File: config.mk
export PLATFORM = sky130hd
export DESIGN_NAME = scan_test_access_port
export DESIGN_NICKNAME = d
export VERILOG_FILES = /design/src/scan_tap_pkg.sv /design/src/scan_test_access_port.sv
export VERILOG_INCLUDE_DIRS = /design/src
export SDC_FILE = /design/constraint.sdc
export NUM_CORES = 1
export LEC_CHECK = 0
export BUFFER_PORTS_ARGS = -buffer_cell sky130_fd_sc_hd__clkbuf_2
export CAP_MARGIN = 40
export CORE_MARGIN = 2
export CORE_UTILIZATION = 55
export CTS_CLUSTER_SIZE = 10
export DETAILED_ROUTE_END_ITERATION = 10
export PLACE_DENSITY = 0.75
export SLEW_MARGIN = 20
export SYNTH_ARGS = -nofsm -noshare
export SYNTH_HDL_FRONTEND = slang
export SYNTH_SLANG_ARGS = --single-unit
File: constraint.sdc
create_clock -name sys_clk_i -period 4.97 [get_ports sys_clk_i]
set_input_delay 1.2425 -clock sys_clk_i [delete_from_list [all_inputs] [get_ports sys_clk_i]]
set_output_delay 1.2425 -clock sys_clk_i [all_outputs]
set_load 0.01 [all_outputs]
File: src/scan_tap_regs.svh
`ifndef SCAN_TAP_REGS_SVH
`define SCAN_TAP_REGS_SVH

// instruction register width, capture value and reset value
`define IR_WIDTH        4
`define IR_CAPTURE      4'h1
`define IR_RESET        4'hf
// instruction codes
`define INSTR_BYPASS    4'hf
`define INSTR_EMU_CTRL  4'h8
`define INSTR_EMU_STAT  4'h9
// emulator control register: bit positions and reset value
`define EMU_CTRL_WIDTH  4
`define EMU_CTRL_RESET  4'h0
`define EMU_A_OUT_POS   0
`define EMU_B_OUT_POS   1
`define EMU_A_VAL_POS   2
`define EMU_B_VAL_POS   3
// status register width
`define EMU_STAT_WIDTH  2
// idle levels of the debugger pins (pull-ups, test reset pulled down):
// {event b, event a, test reset, data in, mode select, test clock}
`define PIN_SYNC_RESET  6'h37
`define TCK_IDLE        1'b1

`endif

File: src/scan_tap_pkg.sv
`default_nettype none
package scan_tap_pkg;

  typedef enum logic [3:0] {
    TEST_LOGIC_RESET, RUN_IDLE,
    SELECT_DR, CAPTURE_DR, SHIFT_DR, EXIT1_DR, PAUSE_DR, EXIT2_DR, UPDATE_DR,
    SELECT_IR, CAPTURE_IR, SHIFT_IR, EXIT1_IR, PAUSE_IR, EXIT2_IR, UPDATE_IR
  } tap_state_e;

  // one sampled and edge-detected view of the debugger pins
  typedef struct packed {
    logic tck_rise;
    logic tck_fall;
    logic tms;
    logic tdi;
    logic trst;
  } pin_view_s;

  // emulator event pin: input, output, output enable (low = driving)
  typedef struct packed {
    logic in;
    logic out;
    logic oe_n;
  } event_pin_s;

endpackage
`default_nettype wire

File: src/scan_test_access_port.sv
`include "scan_tap_regs.svh"
`default_nettype none
// How it works
// - test reset high gives scan control
// - test reset low: functional mode, ignore scan
// - mode select sampled on test clock rise
// - data in captured on test clock rise
// - data out shifted on test clock fall
// - event pins carry interrupts both ways
// - event pin direction loaded by scan
module scan_test_access_port
  import scan_tap_pkg::*;
(
  input  wire logic sys_clk_i,
  input  wire logic rst_n_i,
  input  wire logic tck_i,
  input  wire logic tms_i,
  input  wire logic tdi_i,
  input  wire logic trst_i,
  output var  logic tdo_o,
  output var  logic tdo_oe_n_o,
  output var  logic scan_control_o,
  input  wire logic emulator_event_pin_a_i,
  output var  logic emulator_event_pin_a_o,
  output var  logic emulator_event_pin_a_oe_n_o,
  input  wire logic emulator_event_pin_b_i,
  output var  logic emulator_event_pin_b_o,
  output var  logic emulator_event_pin_b_oe_n_o,
  input  wire logic core_event_a_i,
  input  wire logic core_event_b_i,
  output var  logic emu_event_a_o,
  output var  logic emu_event_b_o
);

  // two-flop synchronisers for all pins from the debugger side; they reset to
  // each pin's idle pull level so that no false test clock edge follows reset
  // test clock pulses shorter than one system clock period can be lost here
  logic [5:0] sync1_q;
  logic [5:0] sync2_q;
  logic       tck_prev_q;
  always_ff @(posedge sys_clk_i or negedge rst_n_i) begin
    if (!rst_n_i) begin
      sync1_q    <= `PIN_SYNC_RESET;
      sync2_q    <= `PIN_SYNC_RESET;
      tck_prev_q <= `TCK_IDLE;
    end else begin
      sync1_q    <= {emulator_event_pin_b_i, emulator_event_pin_a_i,
                     trst_i, tdi_i, tms_i, tck_i};
      sync2_q    <= sync1_q;
      tck_prev_q <= sync2_q[0];
    end
  end

  pin_view_s pv;
  logic      ev_a_sync;
  logic      ev_b_sync;
  assign pv.tck_rise = sync2_q[0] & ~tck_prev_q;
  assign pv.tck_fall = ~sync2_q[0] & tck_prev_q;
  assign pv.tms      = sync2_q[1];
  assign pv.tdi      = sync2_q[2];
  assign pv.trst     = sync2_q[3];
  assign ev_a_sync   = sync2_q[4];
  assign ev_b_sync   = sync2_q[5];

  // scan active only while test reset is high
  logic scan_en;
  assign scan_en = pv.trst;

  // next state of the controller
  tap_state_e state_q;
  tap_state_e state_d;
  always_comb begin
    state_d = state_q;
    unique case (state_q)
      TEST_LOGIC_RESET: state_d = pv.tms ? TEST_LOGIC_RESET : RUN_IDLE;
      RUN_IDLE:         state_d = pv.tms ? SELECT_DR : RUN_IDLE;
      SELECT_DR:        state_d = pv.tms ? SELECT_IR : CAPTURE_DR;
      CAPTURE_DR:       state_d = pv.tms ? EXIT1_DR : SHIFT_DR;
      SHIFT_DR:         state_d = pv.tms ? EXIT1_DR : SHIFT_DR;
      EXIT1_DR:         state_d = pv.tms ? UPDATE_DR : PAUSE_DR;
      PAUSE_DR:         state_d = pv.tms ? EXIT2_DR : PAUSE_DR;
      EXIT2_DR:         state_d = pv.tms ? UPDATE_DR : SHIFT_DR;
      UPDATE_DR:        state_d = pv.tms ? SELECT_DR : RUN_IDLE;
      SELECT_IR:        state_d = pv.tms ? TEST_LOGIC_RESET : CAPTURE_IR;
      CAPTURE_IR:       state_d = pv.tms ? EXIT1_IR : SHIFT_IR;
      SHIFT_IR:         state_d = pv.tms ? EXIT1_IR : SHIFT_IR;
      EXIT1_IR:         state_d = pv.tms ? UPDATE_IR : PAUSE_IR;
      PAUSE_IR:         state_d = pv.tms ? EXIT2_IR : PAUSE_IR;
      EXIT2_IR:         state_d = pv.tms ? UPDATE_IR : SHIFT_IR;
      UPDATE_IR:        state_d = pv.tms ? SELECT_DR : RUN_IDLE;
    endcase
  end

  // controller steps on test clock rise; held in reset while scan is off
  always_ff @(posedge sys_clk_i or negedge rst_n_i) begin
    if (!rst_n_i) begin
      state_q <= TEST_LOGIC_RESET;
    end else if (!scan_en) begin
      state_q <= TEST_LOGIC_RESET;
    end else if (pv.tck_rise) begin
      state_q <= state_d;
    end
  end

  // true when the held instruction equals the given code
  function automatic logic instr_is(input logic [`IR_WIDTH-1:0] held,
                                    input logic [`IR_WIDTH-1:0] code);
    instr_is = (held == code);
  endfunction

  // instruction decode
  logic [`IR_WIDTH-1:0]       ir_q;
  logic [`IR_WIDTH-1:0]       ir_sh_q;
  logic [`EMU_CTRL_WIDTH-1:0] ctrl_q;
  logic [`EMU_CTRL_WIDTH-1:0] ctrl_sh_q;
  logic [`EMU_STAT_WIDTH-1:0] stat_sh_q;
  logic                       byp_q;
  logic sel_ctrl;
  logic sel_stat;
  assign sel_ctrl = instr_is(ir_q, `INSTR_EMU_CTRL);
  assign sel_stat = instr_is(ir_q, `INSTR_EMU_STAT);

  // serial bit leaving the selected register
  logic scan_bit;
  assign scan_bit = (state_q == SHIFT_IR) ? ir_sh_q[0] :
                    sel_ctrl ? ctrl_sh_q[0] :
                    sel_stat ? stat_sh_q[0] : byp_q;

  // capture and shift on test clock rise, update registers
  always_ff @(posedge sys_clk_i or negedge rst_n_i) begin
    if (!rst_n_i) begin
      ir_q      <= `IR_RESET;
      ir_sh_q   <= `IR_RESET;
      ctrl_q    <= `EMU_CTRL_RESET;
      ctrl_sh_q <= `EMU_CTRL_RESET;
      stat_sh_q <= '0;
      byp_q     <= 1'b0;
    end else if (!scan_en) begin
      ir_q   <= `IR_RESET;
      ctrl_q <= `EMU_CTRL_RESET;
    end else if (pv.tck_rise) begin
      unique case (state_q)
        TEST_LOGIC_RESET: begin
          ir_q   <= `IR_RESET;
          ctrl_q <= `EMU_CTRL_RESET;
        end
        CAPTURE_IR: ir_sh_q <= `IR_CAPTURE;
        SHIFT_IR:   ir_sh_q <= {pv.tdi, ir_sh_q[`IR_WIDTH-1:1]};
        UPDATE_IR:  ir_q <= ir_sh_q;
        CAPTURE_DR: begin
          ctrl_sh_q <= ctrl_q;
          stat_sh_q <= {ev_b_sync, ev_a_sync};
          byp_q     <= 1'b0;
        end
        SHIFT_DR: begin
          if (sel_ctrl) begin
            ctrl_sh_q <= {pv.tdi, ctrl_sh_q[`EMU_CTRL_WIDTH-1:1]};
          end else if (sel_stat) begin
            stat_sh_q <= {pv.tdi, stat_sh_q[`EMU_STAT_WIDTH-1:1]};
          end else begin
            byp_q <= pv.tdi;
          end
        end
        UPDATE_DR: if (sel_ctrl) ctrl_q <= ctrl_sh_q;
        default: ;
      endcase
    end
  end

  // data out changes on test clock fall, enabled only while shifting
  logic shifting;
  assign shifting = (state_q == SHIFT_IR) || (state_q == SHIFT_DR);
  always_ff @(posedge sys_clk_i or negedge rst_n_i) begin
    if (!rst_n_i) begin
      tdo_o      <= 1'b0;
      tdo_oe_n_o <= 1'b1;
    end else if (!scan_en) begin
      tdo_oe_n_o <= 1'b1;
    end else if (pv.tck_fall) begin
      tdo_o      <= scan_bit;
      tdo_oe_n_o <= ~shifting;
    end
  end

  // event pins: direction from the scanned control word, driven level is its value bit ORed with the core event
  event_pin_s pin_a;
  event_pin_s pin_b;
  assign pin_a.in   = ev_a_sync;
  assign pin_b.in   = ev_b_sync;
  assign pin_a.oe_n = ~(scan_en & ctrl_q[`EMU_A_OUT_POS]);
  assign pin_b.oe_n = ~(scan_en & ctrl_q[`EMU_B_OUT_POS]);
  assign pin_a.out  = ctrl_q[`EMU_A_VAL_POS] | core_event_a_i;
  assign pin_b.out  = ctrl_q[`EMU_B_VAL_POS] | core_event_b_i;

  // event pin outputs, registered so the pads never glitch
  always_ff @(posedge sys_clk_i or negedge rst_n_i) begin
    if (!rst_n_i) begin
      emulator_event_pin_a_o      <= 1'b0;
      emulator_event_pin_a_oe_n_o <= 1'b1;
      emulator_event_pin_b_o      <= 1'b0;
      emulator_event_pin_b_oe_n_o <= 1'b1;
    end else begin
      emulator_event_pin_a_o      <= pin_a.out;
      emulator_event_pin_a_oe_n_o <= pin_a.oe_n;
      emulator_event_pin_b_o      <= pin_b.out;
      emulator_event_pin_b_oe_n_o <= pin_b.oe_n;
    end
  end

  // incoming emulator events toward the core, only from pins set as inputs
  always_ff @(posedge sys_clk_i or negedge rst_n_i) begin
    if (!rst_n_i) begin
      emu_event_a_o  <= 1'b0;
      emu_event_b_o  <= 1'b0;
      scan_control_o <= 1'b0;
    end else begin
      emu_event_a_o  <= scan_en & pin_a.oe_n & pin_a.in;
      emu_event_b_o  <= scan_en & pin_b.oe_n & pin_b.in;
      scan_control_o <= scan_en;
    end
  end

endmodule
`default_nettype wire

Word-level counts from Yosys, hierarchy flattened
Index checks and enable logic that the tools add are counted.
- flip-flop bits (word level): 45
- bits in latches: 0
- RAM bits: 0
- ROM bits: 0
- bits of input ports: 10
- output and inout bits: 9
- memories kept: 0
- add/subtract/negate cells: 0
- multipliers: 0
- div/mod/pow operators: 0
- $lt $le $gt $ge: 0
- eq/ne operators: 26
- shift-type cells: 0
- multiplexer cells: 36
- bitwise gates (word level): 15
- reductions and logical operators: 14
- operator list (operator ; count):
    2-to-1 mux 4 bit ; 12
    one-hot mux 4 bit (12 select lines) ; 1
    equality test 4 bit (second input constant) ; 10
    one-hot mux 4 bit (2 select lines) ; 4
    equality test 4 x 3 -> 1 bit (second input constant) ; 4
    2-to-1 mux 1 bit ; 10
    2-to-1 mux 2 bit ; 5
    AND reduction 5 bit ; 2
    bitwise AND 1 bit ; 8
    equality test 4 x 2 -> 1 bit (second input constant) ; 2
    != test 2 bit (second input constant) ; 4
    2-to-1 mux 3 bit ; 2
    != test 3 x 1 -> 1 bit (second input constant) ; 2
    AND reduction 3 bit ; 2
    inverter 1 bit ; 5
    equality test 4 x 1 -> 1 bit (second input constant) ; 1
    logical NOT 4 bit ; 1
    != test 2 x 1 -> 1 bit (second input constant) ; 2
    one-hot mux 2 bit (2 select lines) ; 1
    AND reduction 2 bit ; 2
    AND reduction 4 bit ; 1
    nonzero test 2 bit ; 2
    OR reduction 2 bit ; 2
    != test 3 bit (second input constant) ; 1
    4 further kinds ; 5

Logic depth before layout (Yosys ltp)
Gate-level depths: netlist of run 1.
- word-level depth: 5
- depth in mapped cells: 6
- gate-level depth less buffers: 4

Least setup slack after synthesis of run 1
Ideal clock, no wire load.
- kind: reg-to-output
- start: reg tdo_oe_n_o
- end: out tdo_oe_n_o
- arrival time: 0.528 ns
- required time: 3.728 ns
- slack: 3.199 ns
- cell stages (with the launch flop): 1
- path buffers: 0
- cells stage by stage: dfstp_2
- RTL lines (item ; line ; RTL):
    from (decl) ; scan_test_access_port.sv:21 ; output var logic tdo_oe_n_o,
    from (signal assigned) ; scan_test_access_port.sv:181 ; tdo_oe_n_o <= ~shifting;
No word-level cell between the ends.

Worst setup path in the final report of run 1
- start: reg tdo_oe_n_o
- end: out tdo_oe_n_o
No word-level cell between the ends.

==> results of run 1 <==
area by class of cell:
cell class | instances | area, µm² | area share
clock buffer | 6 | 72.57 | 0.03185
clock inverter | 2 | 38.79 | 0.01702
inverter | 6 | 22.52 | 0.009885
multi-input combinational | 121 | 815.8 | 0.3580
sequential | 45 | 1154 | 0.5063
tap | 48 | 60.06 | 0.02636
timing repair buffer | 20 | 115.1 | 0.05052
routing by layer:
layer | vias up | share of wire | GRT usage | wire, µm
li1 | 696 | - | - | -
met1 | 706 | 0.45 | 0.2529 | 1691
met2 | 29 | 0.50 | 0.3402 | 1905
met3 | 4 | 0.035 | 0.05035 | 132
met4 | 0 | 0.017 | 0.09840 | 66
met5 | - | 0 | 0 | 0
power by group:
group / internal [mW] / switching, mW / leakage (nW)
Sequential: 0.381 / 0.0129 / 0.535
Clock: 0.151 / 0.119 / 0.0554
Combinational: 0.0184 / 0.0226 / 0.357
cell usage in the layout, fill, tap and decap left out, drive strengths merged, types with 3 or more instances in the layout:
cell type and count:
nor2 4, o22a 8, a31oi 5, and3b 3, o21ai 12, nor2b 5
dfstp 22, clkbuf 24, mux2 8, inv 6, dfrtp 23, o211ai 3
nand2b 3, nor3 5, nand3 12, nand4 3, nand2 15, a21oi 8
registers in the layout, summed over array words and instances, names as in the netlist, 2 cells and up:
signal and flops:
sync1_q 6, sync2_q 6, ctrl_q 4, ctrl_sh_q 4
ir_q 4, ir_sh_q 4, state_q 4, stat_sh_q 2
cells by family after synthesis:
kind of cell / share of synthesized area
buffers and inverters: 0.03790
xor gates and xnor gates: 0.004280
and+or+nand+nor: 0.1864
DFF: 0.5636
AOI/OAI and AO/OA: 0.1540
muxes: 0.05379
how the worst min path moves through the flow:
stage / start / endpoint / slack, ns
global route: sync1_q[3] / sync2_q[3] / 0.36
detailed placement: sync1_q[3] / sync2_q[3] / 0.34
global placement: sync1_q[3] / sync2_q[3] / 0.34
CTS: sync1_q[3] / sync2_q[3] / 0.36
finish: sync1_q[3] / sync2_q[3] / 0.35
floorplan: sync1_q[3] / sync2_q[3] / 0.33
stage by stage:
| step | setup slack [ns] | cell area (µm²) | hold WS [ns] | power (mW) | instances |
|---|---|---|---|---|---|
| 3_3_place_gp | 2.680 | 2142 | 0.3352 | 0.4390 | 238 |
| 4_1_cts | 2.761 | 2278 | 0.3578 | 0.7126 | 248 |
| 3_5_place_dp | 2.808 | 2167 | 0.3387 | 0.4423 | 240 |
| 5_1_grt | 2.674 | 2278 | 0.3602 | 0.7339 | 248 |
| 6_report | 2.776 | 2278 | 0.3544 | 0.7049 | 248 |
| 2_1_floorplan | 3.199 | 2047 | 0.3312 | 0.4216 | 185 |
==> results.yml, run 1 <==
grt:
  grt_pass1_wl_um: 6410
  grt_pass1_vias: 1403
  grt_usage: 0.2058
  grt_overflow: 0
  antenna_found_initial: 0
  grt_max_degree: 33
setup_path:
  worst-path-stages: 1
  r2r_cells: 5
  r2r_end: "stat_sh_q[0]"
  cp.required_ns: 3.73
  timing.rr.start: "state_q[0]"
  critPathLaunch: "tdo_oe_n_o"
  path_max_fanout: 2
  crit_slowest_cell: "dfstp_2"
  crit_family: "flip-flops"
  path_cells: "clkbuf_2"
  endpoint_kind: "output port"
  crit_buf_inv: 1
  cp-endpoint: "tdo_oe_n_o"
  critical_path_class: "reg -> out"
  ff2ff_setup_slack_ns: 2.79
  cp_slowest_stage_delay_ns: 0.54
  start_kind: "flip-flop"
  arrival_ns: 0.95
cells_and_area:
  nNetsFinal: 209
  fillers: 304
  post-route-util: 0.6319
  n_antenna_cell: 0
  area_growth_syn_to_layout_pct: 11.31
  drive_above_1_share: 0.3100
timing:
  worst_pin_slew_ns: 0.6435
  clock.fmax_ghz: 0.4558
  fin_crit_sh: 0.4414
  hold_viol: 0
  drv_slew: 0
  finClkSkew_ns: 0.008395
  finalCriticalPeriod_ns: 2.194
  setup-tns-final_ns: 0
  maxSlewHeadroom: 0.5710
  setup-violations-final: 0
  rsz0062_at_grt: "no"
synthesis:
  synth.distinct_cells: 45
  synth_enable_flop_cells: 0
  synth.largest_area_cell: "dfstp_2"
  ys.flop_type: "dfrtp_1"
  synth_seq_cells: 45
  async_reset_ff_frac: 1.000
  postSynthAreaPerCell_um2: 11.06
  yosys-top-cells-area: "dfstp_2 28%, dfrtp_1 28%, o22a_1 3.0%, nand3_1 2.9%, nand2_1 2.8%"
  post_synth_instance_area_mm2: 0.002047
  netlist_top_cells_count: "23 x dfrtp_1, 22 x dfstp_2, 15 x nand2_1"
  syn_nets: 195
  ys_seq_area_frac: 0.5636
  synth.top_cell.area_share: 0.2824
  yosys.cell_count.top_type: "dfrtp_1"
  netlist_instances: 185
  yosysWarningCount: 0
routing:
  drt-initial-drc-count: 138
  drc: 0
  via_per_inst: 5.786
  wl_per_cell_um: 15.30
  vias: 1435
  drtAntennaViolNets: 0
  dr.pass1.iters: 4
  wirelength_um: 3795
floorplanning:
  start_util: 0.5677
  die_height_um: 65.01
  coreArea_mm2: 0.003606
  io_pins: 19
  num_rows: 22
  dieArea_mm2: 0.004226
  fp.dieW_um: 65.01
pwr:
  ir_drop_mv: 0.2389
  leakage_nw: 0.9471
  power_density_mw_per_mm2: 309.4
placed_design:
  io_buffers: 18
  place_hpwl_um: 2636
  routabilityCongestion: 0.7886
clock_network:
  ctsHoldBuffers: 0
  ctsResizeCount: 0
  clkLatencyLatePin_ns: 0.30
  htreeDepth: 2
  clock_path_buffers: 2
  numCtsBuffers: 5
  tritoncts: "yes"
  cts_setup_buffers: 0
  numClockSinks: 45
  path_clk_slew_ns: 0.08
  root_buffer: "clkbuf_8"
min_path:
  hp-class: "reg -> reg"
  hold_depth: 0
run:
  maxCapViolations: 0
run_status:
  status: "completed"
Note: power is estimated with default switching activity, not from simulation.
==> run 2: changes to the inputs <==
Settings changed: ABC_AREA set to 1, CORE_UTILIZATION 55 to 52, PLACE_DENSITY 0.75 to 0.74.
Clock period 4.97 ns to 1.9 ns, I/O delays scaled along.
==> run 2 against run 1 <==
Effect of this change:
- clock-buffer cell count grew 1
- flip-flop and latch count is the same
- combinational power grew 150%
- design area shrank 0.27%
- largest cell class unchanged
==> results.yml, run 2 <==
cells_and_area:
  fillers: 323
  top_regs: "sync1_q x6, sync2_q x6"
  final_common_cell: "nand2_1"
  area_growth_syn_to_layout_pct: 10.93
  post-route-util: 0.6114
  nNetsFinal: 268
  final_area_mm2: 0.002272
  final_cell_mix: "74 x nand2_1, 26 x inv_1, 23 x dfrtp_1, 22 x dfstp_2, 18 x clkbuf_2"
  drive_above_1_share: 0.2471
  n_antenna_cell: 0
floorplanning:
  fp.dieW_um: 66.76
  start_util: 0.5512
  num_rows: 22
  coreArea_mm2: 0.003716
  io_pins: 19
  dieArea_mm2: 0.004457
  die_height_um: 66.76
synthesis:
  ys_seq_area_frac: 0.5632
  ys.flop_type: "dfrtp_1"
  netlist_instances: 234
  post_synth_instance_area_mm2: 0.002048
  syn_nets: 244
  yosys-top-cells-area: "dfstp_2 28%, dfrtp_1 28%, nand2_1 14%, inv_1 4.8%, o21ai_0 3.4%"
  async_reset_ff_frac: 1.000
  synth_seq_cells: 45
  yosysWarningCount: 0
  netlist_top_cells_count: "74 x nand2_1, 26 x inv_1, 23 x dfrtp_1"
  yosys.cell_count.top_type: "nand2_1"
  synth_enable_flop_cells: 0
  synth.largest_area_cell: "dfstp_2"
  synth.distinct_cells: 28
  postSynthAreaPerCell_um2: 8.753
  synth.top_cell.area_share: 0.2822
timing:
  drv_slew: 0
  finClkSkew_ns: 0.002976
  setup-tns-final_ns: 0
  hold_viol: 0
  rsz0062_at_grt: "no"
  maxSlewHeadroom: 0.6433
  worst_pin_slew_ns: 0.5351
  setup-violations-final: 0
  whs_ns: 0.2485
  fin_crit_sh: 0.8060
  clock.fmax_ghz: 0.6530
  finalCriticalPeriod_ns: 1.531
  worst_slack_ns: 0.3686
pwr:
  p_seq_frac: 0.607
  p_comb_frac: 0.061
  ir_drop_mv: 0.5900
  sw_frac_of_total: 0.2281
  power.switching_mw: 0.3830
  clkPwrFrac: 0.332
  internal_power_mw: 1.296
  power_density_mw_per_mm2: 739.0
  leakage_nw: 1.132
setup_path:
  start_kind: "flip-flop"
  critPathLaunch: "sync2_q[0]"
  arrival_ns: 1.70
  path_max_fanout: 4
  timing.rr.start: "sync2_q[0]"
  r2r_cells: 7
  r2r_end: "stat_sh_q[1]"
  endpoint_kind: "flip-flop"
  critical_path_class: "reg -> reg"
  cp.required_ns: 2.07
  ff2ff_setup_slack_ns: 0.37
routing:
  drc: 0
  wirelength_um: 3695
  wl_per_cell_um: 12.04
  drtAntennaViolNets: 0
  vias: 1555
  drt-initial-drc-count: 112
  dr.pass1.iters: 4
  via_per_inst: 5.065
grt:
  antenna_found_initial: 0
  met2_usage: 0.3213
  grt_pass1_wl_um: 6568
  grt_usage: 0.1979
  grt-busiest-layer: "met2"
  grt_util_met1: 0.2639
  grt_pass1_vias: 1488
  met3_usage: 0.04561
  grt_max_degree: 46
  grt_overflow: 0
clock_network:
  ctsHoldBuffers: 0
  htreeDepth: 2
  path_clk_slew_ns: 0.08
  clkLatencyLatePin_ns: 0.29
  ctsResizeCount: 0
  cts_setup_buffers: 0
  tritoncts: "yes"
  clock_path_buffers: 2
  root_buffer: "clkbuf_8"
  numClockSinks: 45
  numCtsBuffers: 5
min_path:
  hp-class: "in -> async"
placed_design:
  routabilityCongestion: 0.9483
  place_hpwl_um: 2728
  post_dp_cell_area_mm2: 0.002188
  io_buffers: 18
  pre_cts_slack_ns: 0.3918
run_status:
  status: "completed"
run:
  maxCapViolations: 0
==> run 2: routing by layer <==
layer / vias to the layer above / part of all wire
li1: 790 / -
met1: 709 / 0.46
met2: 54 / 0.47
met3: 2 / 0.067
met4: 0 / 0.0068
met5: - / 0
==> run 2: layout make-up <==
| type | count | area [µm²] | share of cell area |
|---|---|---|---|
| Inverter | 29 | 113.9 | 0.05011 |
| Multi-Input combinational cell | 157 | 755.7 | 0.3326 |
| Timing Repair Buffer | 20 | 105.1 | 0.04626 |
| Sequential cell | 45 | 1154 | 0.5077 |
| Tap cell | 48 | 60.06 | 0.02643 |
| Clock inverter | 1 | 7.507 | 0.003304 |
| Clock buffer | 7 | 76.32 | 0.03359 |
==> run 2: worst max-delay path by stage <==
stage	slack [ns]	endpoint	depth (start not counted)
floorplan	0.56	stat_sh_q[0]	7
global placement	0.39	stat_sh_q[0]	7
detailed placement	0.39	stat_sh_q[0]	7
CTS	0.36	ctrl_sh_q[0]	6
global route	0.14	stat_sh_q[0]	7
finish	0.37	stat_sh_q[1]	7
==> run 2: cells by family (layout without fill, tap and decap cells) <==
| kind of cell | count (synthesis) | count (layout) | share of synthesized area |
|---|---|---|---|
| mux | 1 | 1 | 0.004887 |
| compound gates | 38 | 38 | 0.1069 |
| flops | 45 | 45 | 0.5632 |
| simple gates | 118 | 118 | 0.2572 |
| buf+inv | 32 | 57 | 0.06780 |
==> run 2: critical path: stages (launching register included) <==
cell and delay [ns]:
dfstp_2 0.55, nand2_1 0.14, nor2_1 0.15, inv_1 0.14
a21oi_2 0.17, o21ai_1 0.14, nand2_1 0.08, o21ai_1 0.06
==> run 2: metrics by stage <==
step           total power, mW  instances
3_5_place_dp             1.140        299
5_1_grt                  1.758        307
3_3_place_gp             1.139        299
2_1_floorplan            1.090        234
4_1_cts                  1.709        307
6_report                 1.679        307
==> run 2: power by group through the flow <==
stage	registers, mW	clock network [mW]	logic, mW
detailed placement	1.04	0	0.104
global route	1.02	0.614	0.120
global placement	1.04	0	0.103
floorplan	1.03	0	0.0552
CTS	1.02	0.585	0.104
finish	1.02	0.558	0.102
==> run 3: changes to the inputs <==
Settings changed: CORE_UTILIZATION 52 to 55, PLACE_DENSITY 0.74 to 0.75.
Clock period 1.9 ns to 1.6 ns, I/O delays scaled along.
==> run 3 against run 2 <==
Effect of this change:
- via count rose by 3.5%
- clock-buffer cell count unchanged
- sequential share of layout area shrank 1.8 points
- global-route usage is 1.3 points higher
- non-clock buffer count up 4
- clock power increased by 55%
- register-to-register slack worse by 0.33 ns
- design area increased by 3.9%
- combinational power increased by 30%
- clock skew grew 0.0064 ns
- power increased by 32%
==> results.yml, run 3 (synthesized netlist as in run 2, its figures left out) <==
setup_path:
  critPathLaunch: "sync2_q[0]"
  arrival_ns: 1.74
  path_cells: "nand2_1 > nor2_2 > inv_1 > a21oi_2 > o21ai_2 > nand2_1 > o21ai_1"
  ff2ff_setup_slack_ns: 0.04
  timing.rr.start: "sync2_q[0]"
  cp_slowest_stage_delay_ns: 0.55
  r2r_end: "stat_sh_q[0]"
  r2r_cells: 7
  crit_slowest_cell: "dfstp_2"
  path_max_fanout: 4
  cp_common_cell: "nand2_1"
  critical_path_class: "reg -> reg"
  cp.required_ns: 1.78
  start_kind: "flip-flop"
  endpoint_kind: "flip-flop"
  cp-endpoint: "stat_sh_q[0]"
cells_and_area:
  stdcell_count: 311
  final_cell_mix: "74 x nand2_1, 26 x inv_1, 22 x dfrtp_1, 22 x dfstp_2, 18 x clkbuf_2"
  drive_above_1_share: 0.2814
  area_growth_syn_to_layout_pct: 15.21
  nNetsFinal: 272
  final_area_mm2: 0.002360
  n_antenna_cell: 0
  post-route-util: 0.6494
  top_regs: "sync1_q x6, sync2_q x6"
  final_common_cell: "nand2_1"
routing:
  drc: 0
  drt-initial-drc-count: 118
  drtAntennaViolNets: 0
  wirelength_um: 3826
  wl_per_cell_um: 12.30
  vias: 1610
  dr.pass1.iters: 4
  via_per_inst: 5.177
placed_design:
  place_hpwl_um: 2840
  pre_cts_slack_ns: 0.04149
  dp.cells: 303
  routabilityCongestion: 0.9536
  io_buffers: 18
  post_dp_cell_area_mm2: 0.002231
timing:
  worst_slack_ns: 0.03970
  drv_slew: 0
  finalCriticalPeriod_ns: 1.560
  setup-violations-final: 0
  rsz0062_at_grt: "yes"
  fin_crit_sh: 0.9752
  clock.fmax_ghz: 0.6409
  whs_ns: 0.07066
  maxSlewHeadroom: 0.8133
  hold_viol: 0
  worst_pin_slew_ns: 0.2793
  setup-tns-final_ns: 0
  finClkSkew_ns: 0.009364
floorplanning:
  die_height_um: 65.03
  fp.dieW_um: 65.03
  dieArea_mm2: 0.004228
  io_pins: 19
  coreArea_mm2: 0.003633
  start_util: 0.5637
  num_rows: 22
grt:
  grt_pass1_wl_um: 6637
  antenna_found_initial: 0
  grt_max_degree: 46
  grt_usage: 0.2112
  grt_overflow: 0
  grt_pass1_vias: 1455
clock_network:
  root_buffer: "clkbuf_8"
  numCtsBuffers: 5
  numClockSinks: 45
  clock_path_buffers: 2
  ctsHoldBuffers: 0
  cts_setup_buffers: 0
  tritoncts: "yes"
  path_clk_slew_ns: 0.08
  htreeDepth: 2
  clkLatencyLatePin_ns: 0.30
  ctsResizeCount: 0
run:
  maxCapViolations: 0
pwr:
  ir_drop_mv: 0.8613
  power_density_mw_per_mm2: 936.3
  leakage_nw: 1.175
  total_power_mw: 2.209
run_status:
  status: "completed"
min_path:
  hp-class: "in -> async"
-- run 3: area by class of cell --
class                      instances  area [µm²]
inverter                          29       113.9
timing repair buffer              24       147.6
sequential                        45        1155
tap                               48       60.06
multi-input combinational        157       767.0
clock buffer                       7       86.33
clock inverter                     1       30.03
fill                             314        1274
-- run 3: critical path, delay by kind of cell (launching register included) --
kind | cells | cell delay (ns)
flops | 1 | 0.55
buf+inv | 1 | 0.14
compound gates | 3 | 0.36
simple gates | 3 | 0.40
-- run 3: how the worst min path moves through the flow --
stage,startpoint,slack [ns],cells past startpoint,end
floorplan,rst_n_i,0.10,0,byp_q
global placement,sync1_q[3],0.34,0,sync2_q[3]
detailed placement,sync1_q[3],0.34,0,sync2_q[3]
CTS,rst_n_i,0.07,2,tdo_o
global route,rst_n_i,0.08,2,ctrl_sh_q[1]
finish,rst_n_i,0.07,2,ctrl_sh_q[1]
-- run 3: layer usage --
metal	track usage	wire (µm)
met1	0.2703	1782
met2	0.3338	1767
met3	0.05903	186
met4	0.09896	89
met5	0	0
-- run 3: power breakdown --
group,switching (mW),internal (mW)
clock network,0.358,0.509
logic,0.0880,0.0452
registers,0.0177,1.19
total,0.463,1.75
